File: config.mk
export PLATFORM = sky130hd
export DESIGN_NAME = dtc_timer
export DESIGN_NICKNAME = d
export VERILOG_FILES = /design/src/verilog/dtc_timer.v
export VERILOG_INCLUDE_DIRS = /design/src /design/src/verilog
export SDC_FILE = /design/constraint.sdc
export NUM_CORES = 1
export LEC_CHECK = 0
export BUFFER_PORTS_ARGS = -buffer_cell sky130_fd_sc_hd__buf_2
export CAP_MARGIN = 20
export CELL_PAD_IN_SITES_DETAIL_PLACEMENT = 1
export CELL_PAD_IN_SITES_GLOBAL_PLACEMENT = 2
export CORE_AREA = 5 5 140 116
export CTS_CLUSTER_DIAMETER = 200
export CTS_CLUSTER_SIZE = 30
export DETAILED_ROUTE_END_ITERATION = 10
export DIE_AREA = 0 0 145 121
export HOLD_SLACK_MARGIN = 0.03
export PLACE_DENSITY_LB_ADDON = 0.1
export SYNTH_ARGS = -nofsm -noshare
export SYNTH_HDL_FRONTEND = slang
export SYNTH_SLANG_ARGS = --single-unit
File: constraint.sdc
create_clock -name pclk -period 2.45 [get_ports pclk]
set_clock_uncertainty 0.05 [all_clocks]
set_input_delay 0.245 -clock pclk [delete_from_list [all_inputs] [get_ports pclk]]
set_output_delay 0.245 -clock pclk [all_outputs]
set_load 0.1 [all_outputs]
File: src/verilog/dtc_map.vh
`ifndef DTC_MAP_VH
`define DTC_MAP_VH

// ==========================================================
// Register byte offsets
`define DTC_OFF_CTRL 8'h00
`define DTC_OFF_MODE 8'h04
`define DTC_OFF_CNT0 8'h08
`define DTC_OFF_CNT1 8'h0c
`define DTC_OFF_STAT 8'h10
`define DTC_OFF_MASK 8'h14

// ==========================================================
// Field positions inside one timer nibble of the mode register
`define DTC_F_GATE 3
`define DTC_F_CT 2
`define DTC_F_MHI 1
`define DTC_F_MLO 0
`define DTC_T1_SHIFT 4

// Mode codes
`define DTC_MODE_PRE 2'h0
`define DTC_MODE_16 2'h1
`define DTC_MODE_RLD 2'h2
`define DTC_MODE_SPL 2'h3

// Status bit positions
`define DTC_ST_OVF0 0
`define DTC_ST_OVF1 1

// ==========================================================
// Reset values
`define DTC_RST_CTRL 2'h0
`define DTC_RST_MODE 8'h00
`define DTC_RST_CNT 16'h0000
`define DTC_RST_STAT 2'h0
`define DTC_RST_MASK 2'h0

// ==========================================================
// Timing: oscillator clocks per machine cycle and phase slots
`define DTC_MC_LEN 12
`define DTC_PH_S3P1 4'h4
`define DTC_PH_S5P2 4'h9

`endif

File: src/verilog/dtc_timer.v
// Summary of operation
// - Two independent timers, zero and one, each a 16-bit count of low and high byte.
// - Timer function adds one per machine cycle, a twelfth of the clock.
// - Counter function adds one per falling edge on its own count pin.
// - Count pins are sampled once per machine cycle, at S5P2.
// - A fall is a high sample followed by a low sample next cycle.
// - After a fall the new count appears at S3P1 of the third cycle.
// - Count-source bit one selects pin edges, zero selects machine cycles.
// - With run and gate set, counting proceeds only while the gate pin is high.
// - Gate pin zero serves timer zero, gate pin one serves timer one.
// - Gated counting measures high pulse width in cycles or edges.
// - Each timer has source, gate and a two-bit mode field.
// - Modes: 00 prescaled 13-bit, 01 16-bit, 10 8-bit reload, 11 special.
// - Gate, source and mode bits of both timers clear on reset.
//
// The register offsets and register access over APB were chosen for this implementation.
`timescale 1ns/1ns
`include "dtc_map.vh"

module dtc_timer #(
   parameter MC_LEN = `DTC_MC_LEN
) (
   input wire pclk,              // Core clock, the oscillator rate
   input wire presetn,           // Async reset, active low
   input wire psel,              // APB select
   input wire penable,           // APB access phase
   input wire pwrite,            // APB direction, high for write
   input wire [7:0] paddr,       // APB byte address
   input wire [31:0] pwdata,     // APB write data
   output reg [31:0] prdata,     // APB read data
   output wire pready,           // APB ready, always high
   output reg pslverr,           // APB error on unmapped address
   input wire count_pin_zero,    // External count input, timer zero
   input wire count_pin_one,     // External count input, timer one
   input wire gate_pin_zero,     // External gate input, timer zero
   input wire gate_pin_one,      // External gate input, timer one
   output wire irq               // Level interrupt, unmasked overflow
);

   // ==========================================================
   // Declarations
   reg [3:0] phase_reg;
   reg [3:0] phase_next;
   reg [1:0] run_reg;
   reg [7:0] mode_reg;
   reg [15:0] cnt0_reg;
   reg [15:0] cnt0_next;
   reg [15:0] cnt1_reg;
   reg [15:0] cnt1_next;
   reg [1:0] stat_reg;
   reg [1:0] stat_next;
   reg [1:0] mask_reg;
   reg [1:0] samp_reg;
   reg [1:0] fall_reg;
   reg [1:0] fall_next;
   reg [1:0] ovf_evt;
   reg [16:0] step0;
   reg [16:0] step1;
   reg [8:0] th0_sum;
   reg [31:0] rd_data;
   reg rd_hit;
   wire [3:0] pin_raw;
   wire [3:0] pin_lvl;
   wire tick_s3p1;
   wire tick_s5p2;
   wire wr_en;
   wire rd_setup;
   wire [3:0] ctl0;
   wire [3:0] ctl1;
   wire [1:0] mode0;
   wire [1:0] mode1;
   wire [1:0] cnt_src;
   wire [1:0] gate_bit;
   wire [1:0] count_ok;
   wire [1:0] inc_en;
   wire spl0;

   // ==========================================================
   // Functions
   // One count step for the given mode; bit 16 flags overflow
   function [16:0] dtc_step;
      input [15:0] c;
      input [1:0] m;
      input inc;
      reg [13:0] s13;
      reg [8:0] lo;
      begin
         s13 = {1'b0, c[15:8], c[4:0]} + 14'h0001;
         lo = {1'b0, c[7:0]} + 9'h001;
         dtc_step = {1'b0, c};
         if (inc) begin
            case (m)
               `DTC_MODE_PRE: dtc_step = {s13[13], s13[12:5], c[7:5], s13[4:0]};
               `DTC_MODE_16: dtc_step = {1'b0, c} + 17'h00001;
               `DTC_MODE_RLD: begin
                  if (lo[8]) begin
                     dtc_step = {1'b1, c[15:8], c[15:8]};
                  end else begin
                     dtc_step = {1'b0, c[15:8], lo[7:0]};
                  end
               end
               default: dtc_step = {lo[8], c[15:8], lo[7:0]};
            endcase
         end
      end
   endfunction

   // Address decode for the write paths; the read path decodes paddr in its own case statement
   function dtc_hit;
      input [7:0] a;
      input [7:0] off;
      begin
         dtc_hit = (a == off);
      end
   endfunction

   // ==========================================================
   // Pin synchronisers
   // Three stages; the filtered level moves only when stages two and
   // three agree, so a single metastable sample never counts.
   assign pin_raw = {gate_pin_one, gate_pin_zero, count_pin_one, count_pin_zero};

   genvar gi;
   generate
      for (gi = 0; gi < 4; gi = gi + 1) begin : g_sync
         reg s1_reg;
         reg s2_reg;
         reg s3_reg;
         reg lvl_reg;
         always @(posedge pclk or negedge presetn) begin
            if (!presetn) begin
               s1_reg <= 1'b0;
               s2_reg <= 1'b0;
               s3_reg <= 1'b0;
               lvl_reg <= 1'b0;
            end else begin
               s1_reg <= pin_raw[gi];
               s2_reg <= s1_reg;
               s3_reg <= s2_reg;
               if (s2_reg == s3_reg) begin
                  lvl_reg <= s3_reg;
               end
            end
         end
         assign pin_lvl[gi] = lvl_reg;
      end
   endgenerate

   // ==========================================================
   // Machine cycle phase counter
   // twelve clocks per cycle
   always @* begin
      if (phase_reg == MC_LEN[3:0] - 4'h1) begin
         phase_next = 4'h0;
      end else begin
         phase_next = phase_reg + 4'h1;
      end
   end

   assign tick_s3p1 = (phase_reg == `DTC_PH_S3P1);
   assign tick_s5p2 = (phase_reg == `DTC_PH_S5P2);

   // ==========================================================
   // Control field decode
   assign ctl0 = mode_reg[3:0];
   assign ctl1 = mode_reg[`DTC_T1_SHIFT+3:`DTC_T1_SHIFT];
   assign mode0 = {ctl0[`DTC_F_MHI], ctl0[`DTC_F_MLO]};
   assign mode1 = {ctl1[`DTC_F_MHI], ctl1[`DTC_F_MLO]};
   assign cnt_src = {ctl1[`DTC_F_CT], ctl0[`DTC_F_CT]};
   assign gate_bit = {ctl1[`DTC_F_GATE], ctl0[`DTC_F_GATE]};
   assign spl0 = (mode0 == `DTC_MODE_SPL);

   // gate holds off counting while its pin is low
   // gate pin i pairs with timer i
   // gated count measures the high pulse
   assign count_ok = run_reg & (~gate_bit | pin_lvl[3:2]);

   // source select picks pin edges or machine cycles
   // run bit low blocks every increment
   assign inc_en = {2{tick_s3p1}} & count_ok & (~cnt_src | fall_reg);

   // ==========================================================
   // Falling edge detection on count pins
   // high sample then low sample
   always @* begin
      fall_next = fall_reg;
      if (tick_s3p1) begin
         fall_next = 2'h0;
      end
      if (tick_s5p2) begin
         fall_next = samp_reg & ~pin_lvl[1:0];
      end
   end

   // ==========================================================
   // Count update
   // A fall seen at S5P2 of the second cycle lands at S3P1 of the third.
   always @* begin
      step0 = dtc_step(cnt0_reg, mode0, inc_en[0]);
      // Timer one stops while in the special mode
      step1 = dtc_step(cnt1_reg, mode1, inc_en[1] & (mode1 != `DTC_MODE_SPL));
      cnt0_next = step0[15:0];
      cnt1_next = step1[15:0];
      ovf_evt = {step1[16], step0[16]};
      th0_sum = {1'b0, cnt0_reg[15:8]} + 9'h001;
      // Special mode: high byte of timer zero runs on machine cycles under
      // run bit one and borrows the overflow flag of timer one
      if (spl0 && tick_s3p1 && run_reg[1]) begin
         cnt0_next[15:8] = th0_sum[7:0];
         ovf_evt[`DTC_ST_OVF1] = ovf_evt[`DTC_ST_OVF1] | th0_sum[8];
      end
      // Software write wins over a count in the same cycle
      if (wr_en && dtc_hit(paddr, `DTC_OFF_CNT0)) begin
         cnt0_next = pwdata[15:0];
      end
      if (wr_en && dtc_hit(paddr, `DTC_OFF_CNT1)) begin
         cnt1_next = pwdata[15:0];
      end
   end

   // ==========================================================
   // Status: write one to clear, a new event wins over the clear
   always @* begin
      stat_next = stat_reg;
      if (wr_en && dtc_hit(paddr, `DTC_OFF_STAT)) begin
         stat_next = stat_reg & ~pwdata[1:0];
      end
      stat_next = stat_next | ovf_evt;
   end

   assign irq = |(stat_reg & mask_reg);

   // ==========================================================
   // APB decode
   // Zero wait states; read data is captured in the setup cycle
   assign pready = 1'b1;
   assign wr_en = psel & penable & pwrite;
   assign rd_setup = psel & ~penable;

   always @* begin
      rd_data = 32'h00000000;
      rd_hit = 1'b1;
      case (paddr)
         `DTC_OFF_CTRL: rd_data = {30'h00000000, run_reg};
         `DTC_OFF_MODE: rd_data = {24'h000000, mode_reg};
         `DTC_OFF_CNT0: rd_data = {16'h0000, cnt0_reg};
         `DTC_OFF_CNT1: rd_data = {16'h0000, cnt1_reg};
         `DTC_OFF_STAT: rd_data = {30'h00000000, stat_reg};
         `DTC_OFF_MASK: rd_data = {30'h00000000, mask_reg};
         default: rd_hit = 1'b0;
      endcase
   end

   // ==========================================================
   // Registers
   always @(posedge pclk or negedge presetn) begin
      if (!presetn) begin
         phase_reg <= 4'h0;
         run_reg <= `DTC_RST_CTRL;
         mode_reg <= `DTC_RST_MODE;
         cnt0_reg <= `DTC_RST_CNT;
         cnt1_reg <= `DTC_RST_CNT;
         stat_reg <= `DTC_RST_STAT;
         mask_reg <= `DTC_RST_MASK;
         samp_reg <= 2'h0;
         fall_reg <= 2'h0;
         prdata <= 32'h00000000;
         pslverr <= 1'b0;
      end else begin
         phase_reg <= phase_next;
         cnt0_reg <= cnt0_next;
         cnt1_reg <= cnt1_next;
         stat_reg <= stat_next;
         fall_reg <= fall_next;
         if (tick_s5p2) begin
            samp_reg <= pin_lvl[1:0];
         end
         if (wr_en && dtc_hit(paddr, `DTC_OFF_CTRL)) begin
            run_reg <= pwdata[1:0];
         end
         if (wr_en && dtc_hit(paddr, `DTC_OFF_MODE)) begin
            mode_reg <= pwdata[7:0];
         end
         if (wr_en && dtc_hit(paddr, `DTC_OFF_MASK)) begin
            mask_reg <= pwdata[1:0];
         end
         if (rd_setup) begin
            prdata <= pwrite ? 32'h00000000 : rd_data;
            pslverr <= ~rd_hit;
         end
      end
   end

endmodule

==> results by stage, run 1 <==
Floorplanning:
- The width of the chip is 145 um.
- The total number of placement rows is 40.
- The area enclosed by the die boundary is 17500 um2.
- The floorplan step defined a core boundary enclosing 14700 um2.
- Once the floorplan was initialized, standard cells occupied 34.3% of the core.
- 84 I/O pins were placed.
- The height of the die is 121 um.

Clock tree:
- TritonCTS built the clock tree.
- CTS built an H-tree with a depth of 3.
- Counting the buffers created by CTS gives 9.
- CTS placed an instance of clkbuf_16 at the clock tree root.
- The later pin in the worst-skew pair is clocked with a latency of 0.36 ns.
- The sink count of the clock tree is 87.
- In this run, post-CTS repair resized a total of 0 instances.
- The clock-pin slew reported for the worst setup and hold paths after clock tree synthesis is 0.07 ns.
- No sink is reached through more buffers than the 2 on the longest clock path.
- Once the clock tree was built, the setup fixing pass inserted 0 buffers.

Hold path:
- The type of the worst min-delay path is input port to flip-flop.

Route:
- After detailed routing, the total wire length is 15.6 mm.
- In the routed design, unresolved DRC markers number 0.
- For this block, wires on met1 add up to 7.35 mm.
- The first-pass iteration count of the detailed router is 4.
- Summing over every cut layer, the via total after detailed routing is 4194.
- In the final routed layout, each cell accounts on average for 20.3 um.
- In the detailed route, the total length drawn on met3 is 736 um.
- The post-route antenna net violation count is 0.
- The via density per instance is 5.45.
- The top routing layer in use is met4.
- The initial detailed-routing violation count is 154.
- The routed design uses 7.34 mm of met2 wire.

Layout:
- The summed area of non-filler cells in the final layout is 5850 um2.
- For this run, the post-layout net count is 631.
- Cells with a size suffix above 1 make up 21.2% of the layout.
- After the flow finishes, the layout carries non-filler instances totaling 770.
- Counting the fill cells in the layout gives 1707.
- The final antenna diode count is 0.
- The multi-input combinational cells in the finished layout cover a total of 2600 um2.
- In the final layout, flip-flops and latches occupy 2180 um2.
- In the layout the commonest cells are 87 x dfrtp_1, 58 x nand2_1, 49 x buf_2.
- The layout overhead on the synthesized area is 16.3%.
- The commonest non-fill, non-tap cell in the layout is dfrtp_1.

Critical path:
- The endpoint of the most critical register-to-register path is cnt0_reg[11].
- The category of the critical setup timing path is flip-flop to flip-flop.
- The beginning of the critical path is phase_reg[0].
- The destination of the critical timing path is cnt0_reg[11].
- The setup check on the worst reg-to-reg path leaves a slack of 0.21 ns.
- In this run the worst path has a maximum fanout of 6.
- For the worst setup path, the data arrival time is 2.48 ns.
- The launching point of the worst reg2reg path is phase_reg[0].
- The endpoint kind of the worst setup timing path is a flip-flop.
- The number of cells traversed by the worst register-to-register path is 7.
- At the worst endpoint, the required time is 2.68 ns.
- The worst setup path is launched from a flip-flop.

Timing:
- The total count of max-transition violations in the final report is 0.
- The upper clock frequency limit is 446 MHz.
- The final-report hold violation count is 0.
- Setup repair after global routing left no endpoint under its margin.
- The slew at the pin closest to its max-slew limit is 0.560 ns.
- Adding up every negative setup slack in the final design gives 0 ns.
- Measured against its own limit, the worst slew margin works out to 62.6%.
- The final critical path takes up 91.6% of the cycle.
- The number of failing setup endpoints in the final timing report is 0.
- Counting I/O delays and the setup requirement, the final critical path takes 2.24 ns.

Logic synthesis:
- During synthesis, Yosys emitted a total of 0 warnings.
- Synthesis handed over a netlist of 520 instances.
- The most used flip-flop cell after synthesis is dfrtp_1.
- The register bit count reported by yosys is 87.
- The summed instance area of the synthesized netlist is 5030 um2.
- For this run, asynchronously set or reset flops after synthesis account for 100%.
- The fraction of the yosys area taken by sequential cells is 43.3%.
- The synthesized design contains 0 enable-type register cells.
- In this run the mean area of a mapped cell was 9.67 um2.
- The number of unique standard cell types used by synthesis is 67.

Global route:
- The initial antenna violation count is 0.
- The global-route wire length before repair is 25.3 mm.
- The sum of overflow across all layers after global routing is 0.
- The global-route total usage across every layer is 18.3%.
- The number of global-route vias before repair was 4353.
- Entering global routing, the biggest net connects 47 pins.

Placed design:
- The number of buffers inserted by port buffering is 50.
- In this run, placement finished with an instance count of 749.
- The routability congestion estimate from global placement is 0.876.
- Once placement finished, the instance area stood at 5500 um2.
- After legalization and detailed placement, the total HPWL measured 12.2 mm.

Flow run:
- The max-capacitance violation count is 0.

Pwr:
- The power consumption is 3.28 mW.
- The power density over cell area is 560 nW/um2.
- The worst ir drop on vdd is 434 uV.
- For this design the static power due to leakage is 2.47 nW.

Outcome:
- The run finished with clean final reports.
==> worst min path at each step <==
stage	startpoint	end	slack [ns]	cells after the start
2_1_floorplan	presetn	cnt0_reg[0]	-0.10	0
3_3_place_gp	presetn	prdata[13]	0.23	1
3_5_place_dp	presetn	prdata[13]	0.24	1
4_1_cts	pwdata[10]	cnt1_reg[10]	0.04	3
5_1_grt	pwdata[10]	cnt1_reg[10]	0.07	3
6_report	pwdata[10]	cnt1_reg[10]	0.06	3
==> cell type report <==
class                   instances  area share [%]
clock buffers                   9            3.85
clock inverters                 7            1.28
inverters                      17            1.09
multi-input cells             387            44.5
flip-flops and latches         87            37.2
well taps                     189            4.04
repair buffers                 74            8.04
==> cells by family (layout without fill, tap and decap cells) <==
kind of cell	after synthesis	count (layout)	share of synthesized area (%)
simple gates	183	183	19.6
compound gates	134	134	19.7
flops	87	87	43.3
buf+inv	61	107	6.20
mux	30	30	6.52
xor+xnor	13	13	2.26
fa+ha+maj	10	10	2.29
other cells	2	17	0.149
==> metrics by stage <==
stage          hold WS [ns]  setup slack [ns]  utilization, %
2_1_floorplan        -0.101             0.525               -
3_3_place_gp          0.226             0.298            37.5
3_5_place_dp          0.237             0.208            37.5
4_1_cts              0.0421             0.195            39.9
5_1_grt              0.0714            0.0506            39.9
6_report             0.0612             0.207            39.9
==> critical path, stage by stage (launching register included) <==
cell,delay [ns]
dfrtp_1,0.43
inv_1,0.09
ha_1,0.18
and4b_1,0.29
and3_1,0.32
a21oi_1,0.14
or4_1,0.49
a31oi_1,0.18
==> metal layers <==
layer  track usage, %  vias up
met1             25.0     2096
met4             4.88        0
met5                0        -
li1                 -     2002
met2             29.3       81
met3             4.00       15
==> synthesized netlist by cell type, types with 3 or more instances <==
| master | instances | share of area (%) |
|---|---|---|
| nand4_1 | 11 | 1.4 |
| a21oi_1 | 13 | 1.3 |
| buf_4 | 20 | 3.0 |
| o31ai_1 | 6 | 0.90 |
| and4_1 | 5 | 0.87 |
| ha_1 | 6 | 1.5 |
| maj3_1 | 4 | 0.80 |
| and2_1 | 3 | 0.37 |
| mux2i_1 | 8 | 1.6 |
| clkbuf_1 | 18 | 1.3 |
| a31oi_1 | 9 | 1.1 |
| or3_1 | 4 | 0.50 |
| xnor2_1 | 11 | 1.9 |
| o22ai_1 | 5 | 0.62 |
| mux2_2 | 12 | 2.7 |
| a2111oi_2 | 4 | 1.2 |
| o21ai_1 | 21 | 2.1 |
| o21a_1 | 4 | 0.60 |
| a221oi_1 | 3 | 0.52 |
| a22o_1 | 3 | 0.52 |
| nor2_1 | 30 | 2.2 |
| and4b_1 | 3 | 0.60 |
| a22oi_1 | 15 | 2.2 |
| o221ai_1 | 3 | 0.52 |
| mux2_1 | 10 | 2.2 |
| nand3_1 | 17 | 1.7 |
| nor3_1 | 12 | 1.2 |
| a2111oi_4 | 3 | 1.6 |
| inv_1 | 16 | 1.2 |
| nor2b_1 | 3 | 0.37 |
| o21ai_0 | 23 | 2.3 |
| nand2b_1 | 4 | 0.50 |
| or4_1 | 4 | 0.60 |
| and3_1 | 13 | 1.6 |
| o21ai_2 | 3 | 0.52 |
| dfrtp_1 | 87 | 43 |
| nand2_1 | 58 | 4.3 |
| buf_2 | 6 | 0.60 |
==> power breakdown <==
part	internal [mW]	switching [mW]
Combinational	0.0900	0.267
Clock	0.723	0.675
Sequential	1.48	0.0446
Total	2.29	0.987
==> what timing repair did <==
| item | CTS | global route |
|---|---|---|
| hold endpoints to repair | 45 | 0 |
| hold buffers | 5 | 0 |
| setup endpoints to repair | 0 | 0 |
(Power assumes the default switching activity.)
==> run 2: changes to the inputs <==
Settings changed: PLACE_DENSITY from default to 0.86, PLACE_DENSITY_LB_ADDON 0.1 to default.
==> results by stage, run 2 (same netlist as run 1, synthesis figures left out) <==
Clock tree:
- The number of buffers created by CTS is 9.
- The CTS tree is done.
- The number of hold-repair buffers added at the cts stage is 5.
- The post-CTS setup repair buffer count is 0.
- Clock-pin slew was measured on the worst setup and hold paths at 0.07 ns.
- In this run the number of H-tree levels came out at 3.
- For this design, the sink count on the clock tree is 87.
- The clock tree buffer depth is 2.
- The cell sitting at the root of the clock tree is a clkbuf_16.
- For the worst-skew pair, the clock arrives at the later sink with an insertion delay of 0.35 ns.
- The count of instances resized after the clock tree is built is 0.

Placed design:
- The wire-length estimate of the detail-placed layout is 12.2 mm.
- The number of buffers inserted by port buffering is 50.
- Counting tap cells, the placed design contains a total of 749 instances.
- At the end of routability-driven placement, the weighted congestion stood at 0.896.

Floorplanning:
- The total number of placement rows is 40.
- The die is 121 um tall.
- The die covers 17500 um2.
- The starting density of the core is 34.3%.
- The core outline area is 14700 um2.
- Pin placement for this block handled 84 I/O pins.
- The width of the chip is 145 um.

Global route:
- The global-route wire length before repair is 25.0 mm.
- Global routing consumed, over all layers together, 18.1% of the routing resources.
- The largest net degree at the start of global routing is 42.
- The sum of overflow across all layers after global routing is 0.
- The number of global-route vias before repair is 4438.
- The initial antenna violation count is 0.

Layout:
- The commonest non-fill, non-tap cell in the layout is dfrtp_1.
- For this run, the number of standard cells in the final layout without fillers is 770.
- The fraction of final layout cells sized beyond drive strength 1 is 21.2%.
- The final antenna diode count is 0.
- The top cell types in the final layout, fill and taps aside, are 87 x dfrtp_1, 58 x nand2_1, 49 x buf_2.
- After the last flow step, the layout net total stands at 631.
- The layout overhead on the synthesized area is 16.4%.

Timing:
- The total count of max-transition violations in the final report is 0.
- Setup repair after global routing left no endpoint under its margin.
- Adding up every negative setup slack in the final design gives 0 ns.
- The final critical delay including setup and external delays is 2.22 ns.
- The number of failing setup endpoints in the final timing report is 0.
- Measured against its own limit, the worst slew margin works out to 62.2%.
- The slew at the pin closest to its max-slew limit is 0.562 ns.
- The final-report hold violation count is 0.
- Based on the critical path, the design can be clocked at up to 451 MHz.
- The post-route fraction of the period consumed by the critical path is 90.6%.

Flow run:
- The max-capacitance violation count is 0.

Critical path:
- Data arrives at the worst endpoint at 2.44 ns.
- The startpoint type of the worst setup path is a flip-flop.
- By startpoint and endpoint, the worst setup path is classified as flip-flop to flip-flop.
- STA puts the critical path data required time at 2.67 ns.
- The worst setup path is captured at a flip-flop.
- Along the worst path, the maximum fanout reaches 6.

Pwr:
- In this run, the combinational gates consume 11.1% of the power.
- In this run, the clock network consumes 43.1% of the power.
- In this run the static leakage power is 2.48 nW.
- For this design the ratio of total power to cell area is 567 nW/um2.
- Per report_power, the sequential group accounts for 45.8% of the total.
- The net switching component of the power is 0.948 mW.
- Internal power comes to 2.37 mW.
- Across the VDD grid, the largest voltage drop is 365 uV.
- The switching part of the total power is 28.6%.

Route:
- Dividing the detail-routed wire length by the instance count gives 20.6 um.
- Dividing the detail-routed via count by the number of cells gives 5.65.
- The first detailed-routing pass took 5 iterations.
- The post-route antenna net violation count is 0.
- The total length of routed wires is 15.8 mm.
- The overall via count from detail_route is 4347.
- In the routed design, unresolved DRC markers number 0.
- The initial detailed-routing violation count is 295.

Outcome:
- The run finished with clean final reports.

Hold path:
- The min-delay analysis places its worst path in the category input port to flip-flop.
## run 2: worst max-delay path, stage by stage (launching register included)
cell	delay [ns]
dfrtp_1	0.42
inv_1	0.08
ha_1	0.20
and4b_1	0.25
and3_1	0.33
a21oi_1	0.14
or4_1	0.49
a31oi_1	0.17
## run 2: metrics by stage
stage / instance area (um2) / setup WS, ns / utilization (%) / power [mW] / hold WS [ns]
after global routing: 5850 / 0.0805 / 39.9 / 3.47 / 0.0906
after CTS: 5850 / 0.250 / 39.9 / 3.37 / 0.0708
final: 5850 / 0.231 / 39.9 / 3.32 / 0.0806
after detailed placement: 5500 / 0.274 / 37.5 / 1.91 / 0.227
after global placement: 5500 / 0.332 / 37.5 / 1.90 / 0.230
after floorplan: 5080 / 0.525 / - / 1.79 / -0.101
## run 2: layer usage
metal | share of wire, % | routed length (um) | track usage (%) | vias up
li1 | - | - | - | 2008
met5 | 0 | 0 | 0 | -
met1 | 47 | 7400 | 25.9 | 2184
met4 | 1.3 | 211 | 4.59 | 0
met2 | 45 | 7130 | 27.9 | 139
met3 | 7.0 | 1100 | 3.96 | 16
## run 2: cell type report
cell class | count | area [um2]
clock buffer | 9 | 225
clock inverter | 7 | 78.8
fill | 1704 | 8810
inverter | 17 | 63.8
multi-input combinational | 387 | 2600
sequential | 87 | 2180
tap | 189 | 236
timing repair buffer | 74 | 470
## run 2: path summary, 6_finish.rpt
check / from / end / slack (ns) / cells after the start
max: phase_reg[0] / cnt0_reg[11] / 0.23 / 7
min: pwdata[10] / cnt1_reg[10] / 0.08 / 3
max reg2reg: phase_reg[0] / cnt0_reg[11] / 0.23 / 7
min reg2reg: g_sync[2].s1_reg / g_sync[2].s2_reg / 0.30 / 0
max in group asynchronous: presetn / cnt0_reg[7] / 1.32 / 3
min in group asynchronous: presetn / cnt1_reg[14] / 0.38 / 2
## run 2: power by group through the flow
stage | Combinational (mW) | Clock (mW) | Sequential, mW
3_5_place_dp | 0.363 | 0 | 1.55
6_report | 0.369 | 1.43 | 1.52
4_1_cts | 0.370 | 1.48 | 1.52
3_3_place_gp | 0.355 | 0 | 1.55
5_1_grt | 0.395 | 1.54 | 1.53
2_1_floorplan | 0.248 | 0 | 1.55
==> run 3: changes to the inputs <==
Settings changed: RECOVER_POWER from default to 100.
==> results by stage, run 3 (same netlist as run 1, synthesis figures left out) <==
Pwr:
- Across the VDD grid, the largest voltage drop is 365 uV.
- The static leakage is 2.38 nW.
- In this run switching power makes up 28.5% of total power.
- Combinational logic is responsible for 11.0% of the overall power.
- The share of total power dissipated in the clock network is 43.1%.
- Per report_power, the sequential group accounts for 45.9% of the total.
- The internal power of the cells totals 2.37 mW.
- The power density over cell area is 575 nW/um2.
- Summed over all nets, the switching power comes to 0.946 mW.

Layout:
- After the last flow step, the layout net total stands at 631.
- The fraction of final layout cells sized beyond drive strength 1 is 15.5%.
- Relative to the synthesized area, the layout overhead comes to 14.7%.
- Counting the fill cells in the layout gives 1713.
- In the layout the commonest cells are 87 x dfrtp_1, 58 x nand2_1, 40 x o21ai_0.
- 0 antenna diodes ended up in the layout.
- Leaving out fill and tap cells, the most frequent cell in the layout is dfrtp_1.

Route:
- In the final routed layout, each cell accounts on average for 20.6 um.
- The first detailed-routing pass ran for 5 iterations.
- The number of remaining DRC errors is 0.
- Summed over all layers, the routed wires come to 15.9 mm.
- The initial detailed-routing violation count is 330.
- The post-route antenna net violation count is 0.
- The via density per instance is 5.64.
- The overall via count from detail_route is 4346.

Clock tree:
- After clock tree synthesis, the clock-pin slew on the worst setup and hold paths is 0.07 ns.
- The count of instances resized after the clock tree is built is 0.
- The clock tree buffer depth is 2.
- TritonCTS built the clock tree.
- In this run, CTS created clock tree buffers numbering 9.
- In this run the clock root is driven by a clkbuf_16.
- The H-tree generated during clock tree synthesis spans 3 levels.
- CTS saw 87 sinks.
- For the worst-skew pair, the clock arrives at the later sink with an insertion delay of 0.35 ns.

Outcome:
- The run finished with clean final reports.

Timing:
- Static timing analysis puts the maximum clock frequency at 447 MHz.
- The total count of max-transition violations in the final report came to 0.
- The final sum of negative setup slack is 0 ns.
- The final worst slack is 0.215 ns.
- Counting I/O delays and the setup requirement, the final critical path takes 2.23 ns.
- The number of failing setup endpoints in the final timing report is 0.
- Setup repair after global routing left no endpoint under its margin.
- In the finished design, the share of the clock period the worst path needs comes to 91.2%.
- The slew at the pin closest to its max-slew limit is 1.21 ns.
- The final-report hold violation count was 0.
- The worst pin sits at a relative slew slack of 20.0%.

Floorplanning:
- Measured along the y axis, the die boundary spans 121 um.
- The starting density of the core is 34.3%.
- The width of the chip is 145 um.
- The total number of placement rows is 40.
- The core outline area is 14700 um2.
- The number of placed I/O pins is 84.
- The die covers 17500 um2.

Flow run:
- The max-capacitance violation count is 0.

Critical path:
- The category of the critical setup timing path is input port to flip-flop.
- STA classifies the critical path startpoint as an input port.
- The arrival time reported for the critical path endpoint is 2.42 ns.
- For the worst setup path, the data required time is 2.63 ns.
- Of all nets on the critical path, the largest fanout is 16.
- STA classifies the critical path endpoint as a flip-flop.

Placed design:
- The congestion estimate from routability-driven global placement came to 0.896.
- The wire-length estimate of the detail-placed layout is 12.2 mm.
- The placement-stage worst setup slack is 0.274 ns.
- During placement, the flow inserted port buffers numbering 50.

Global route:
- The global-route wire length before repair is 25.0 mm.
- The global-route total usage across every layer is 18.1%.
- Entering global routing, the biggest net connects 42 pins.
- The initial antenna violation count is 0.
- Summed over all layers, the global routing overflow is 0.
- The number of global-route vias before repair was 4438.

Hold path:
- The path class of the tightest hold or removal check is input port to flip-flop.
-- run 3: changes by cell type in the layout (fill, tap and decap cells not counted), moves of 6 or more --
| cell | previous run | this run |
|---|---|---|
| buf_2 | 49 | 29 |
| o21ai_1 | 21 | 7 |
| buf_4 | 18 | 12 |
| o21ai_0 | 23 | 40 |
| clkbuf_1 | 0 | 23 |
-- run 3: cell type report --
class                           instances  area, um2  share of cell area (%)
Timing Repair Buffer                   74        427                    7.40
Tap cell                              189        236                    4.10
Sequential cell                        87       2180                    37.8
Multi-Input combinational cell        387       2560                    44.3
Inverter                               17       63.8                    1.11
Clock inverter                          7       78.8                    1.37
Clock buffer                            9        225                    3.91
-- run 3: critical path: stages --
cell and delay (ns):
clkbuf_1 0.62, nand4_1 0.38, nor3_2 0.76, mux2_1 0.40
-- run 3: repair_timing --
item | CTS | global route
hold buffers | 5 | 0
hold endpoints to repair | 43 | 0
buffers inserted | 0 | 0
-- run 3: routing by layer --
layer	wire length (um)	part of all wire, %	GRT usage (%)
met5	0	0	0
met4	216	1.4	4.59
met3	945	5.9	3.96
met2	7120	45	27.9
met1	7620	48	25.9
-- run 3: final timing paths --
| kind | depth (start not counted) | slack, ns | end | from |
|---|---|---|---|---|
| setup / recovery | 4 | 0.22 | mode_reg[4] | paddr[2] |
| hold / removal | 3 | 0.09 | cnt1_reg[10] | pwdata[10] |
| setup reg to reg | 7 | 0.23 | cnt0_reg[11] | phase_reg[0] |
| hold reg to reg | 0 | 0.30 | g_sync[2].s2_reg | g_sync[2].s1_reg |
| max in group asynchronous | 3 | 0.74 | cnt0_reg[7] | presetn |
| min in group asynchronous | 2 | 0.59 | cnt1_reg[14] | presetn |
-- run 3: metrics by stage --
| step | std cells | utilization, % | area (um2) | hold slack (ns) | power (mW) |
|---|---|---|---|---|---|
| 6_report | 770 | 39.3 | 5760 | 0.0895 | 3.31 |
| 3_5_place_dp | 749 | 37.5 | 5500 | 0.227 | 1.91 |
| 4_1_cts | 770 | 39.9 | 5850 | 0.0708 | 3.37 |
| 5_1_grt | 770 | 39.3 | 5760 | 0.0926 | 3.46 |
| 2_1_floorplan | 535 | - | 5080 | -0.101 | 1.79 |
| 3_3_place_gp | 749 | 37.5 | 5500 | 0.230 | 1.90 |
-- run 3: power groups by stage --
stage / Combinational (mW) / Sequential (mW) / Clock, mW
floorplan: 0.248 / 1.55 / 0
global placement: 0.355 / 1.55 / 0
detailed placement: 0.363 / 1.55 / 0
CTS: 0.370 / 1.52 / 1.48
global route: 0.388 / 1.53 / 1.54
finish: 0.363 / 1.52 / 1.43
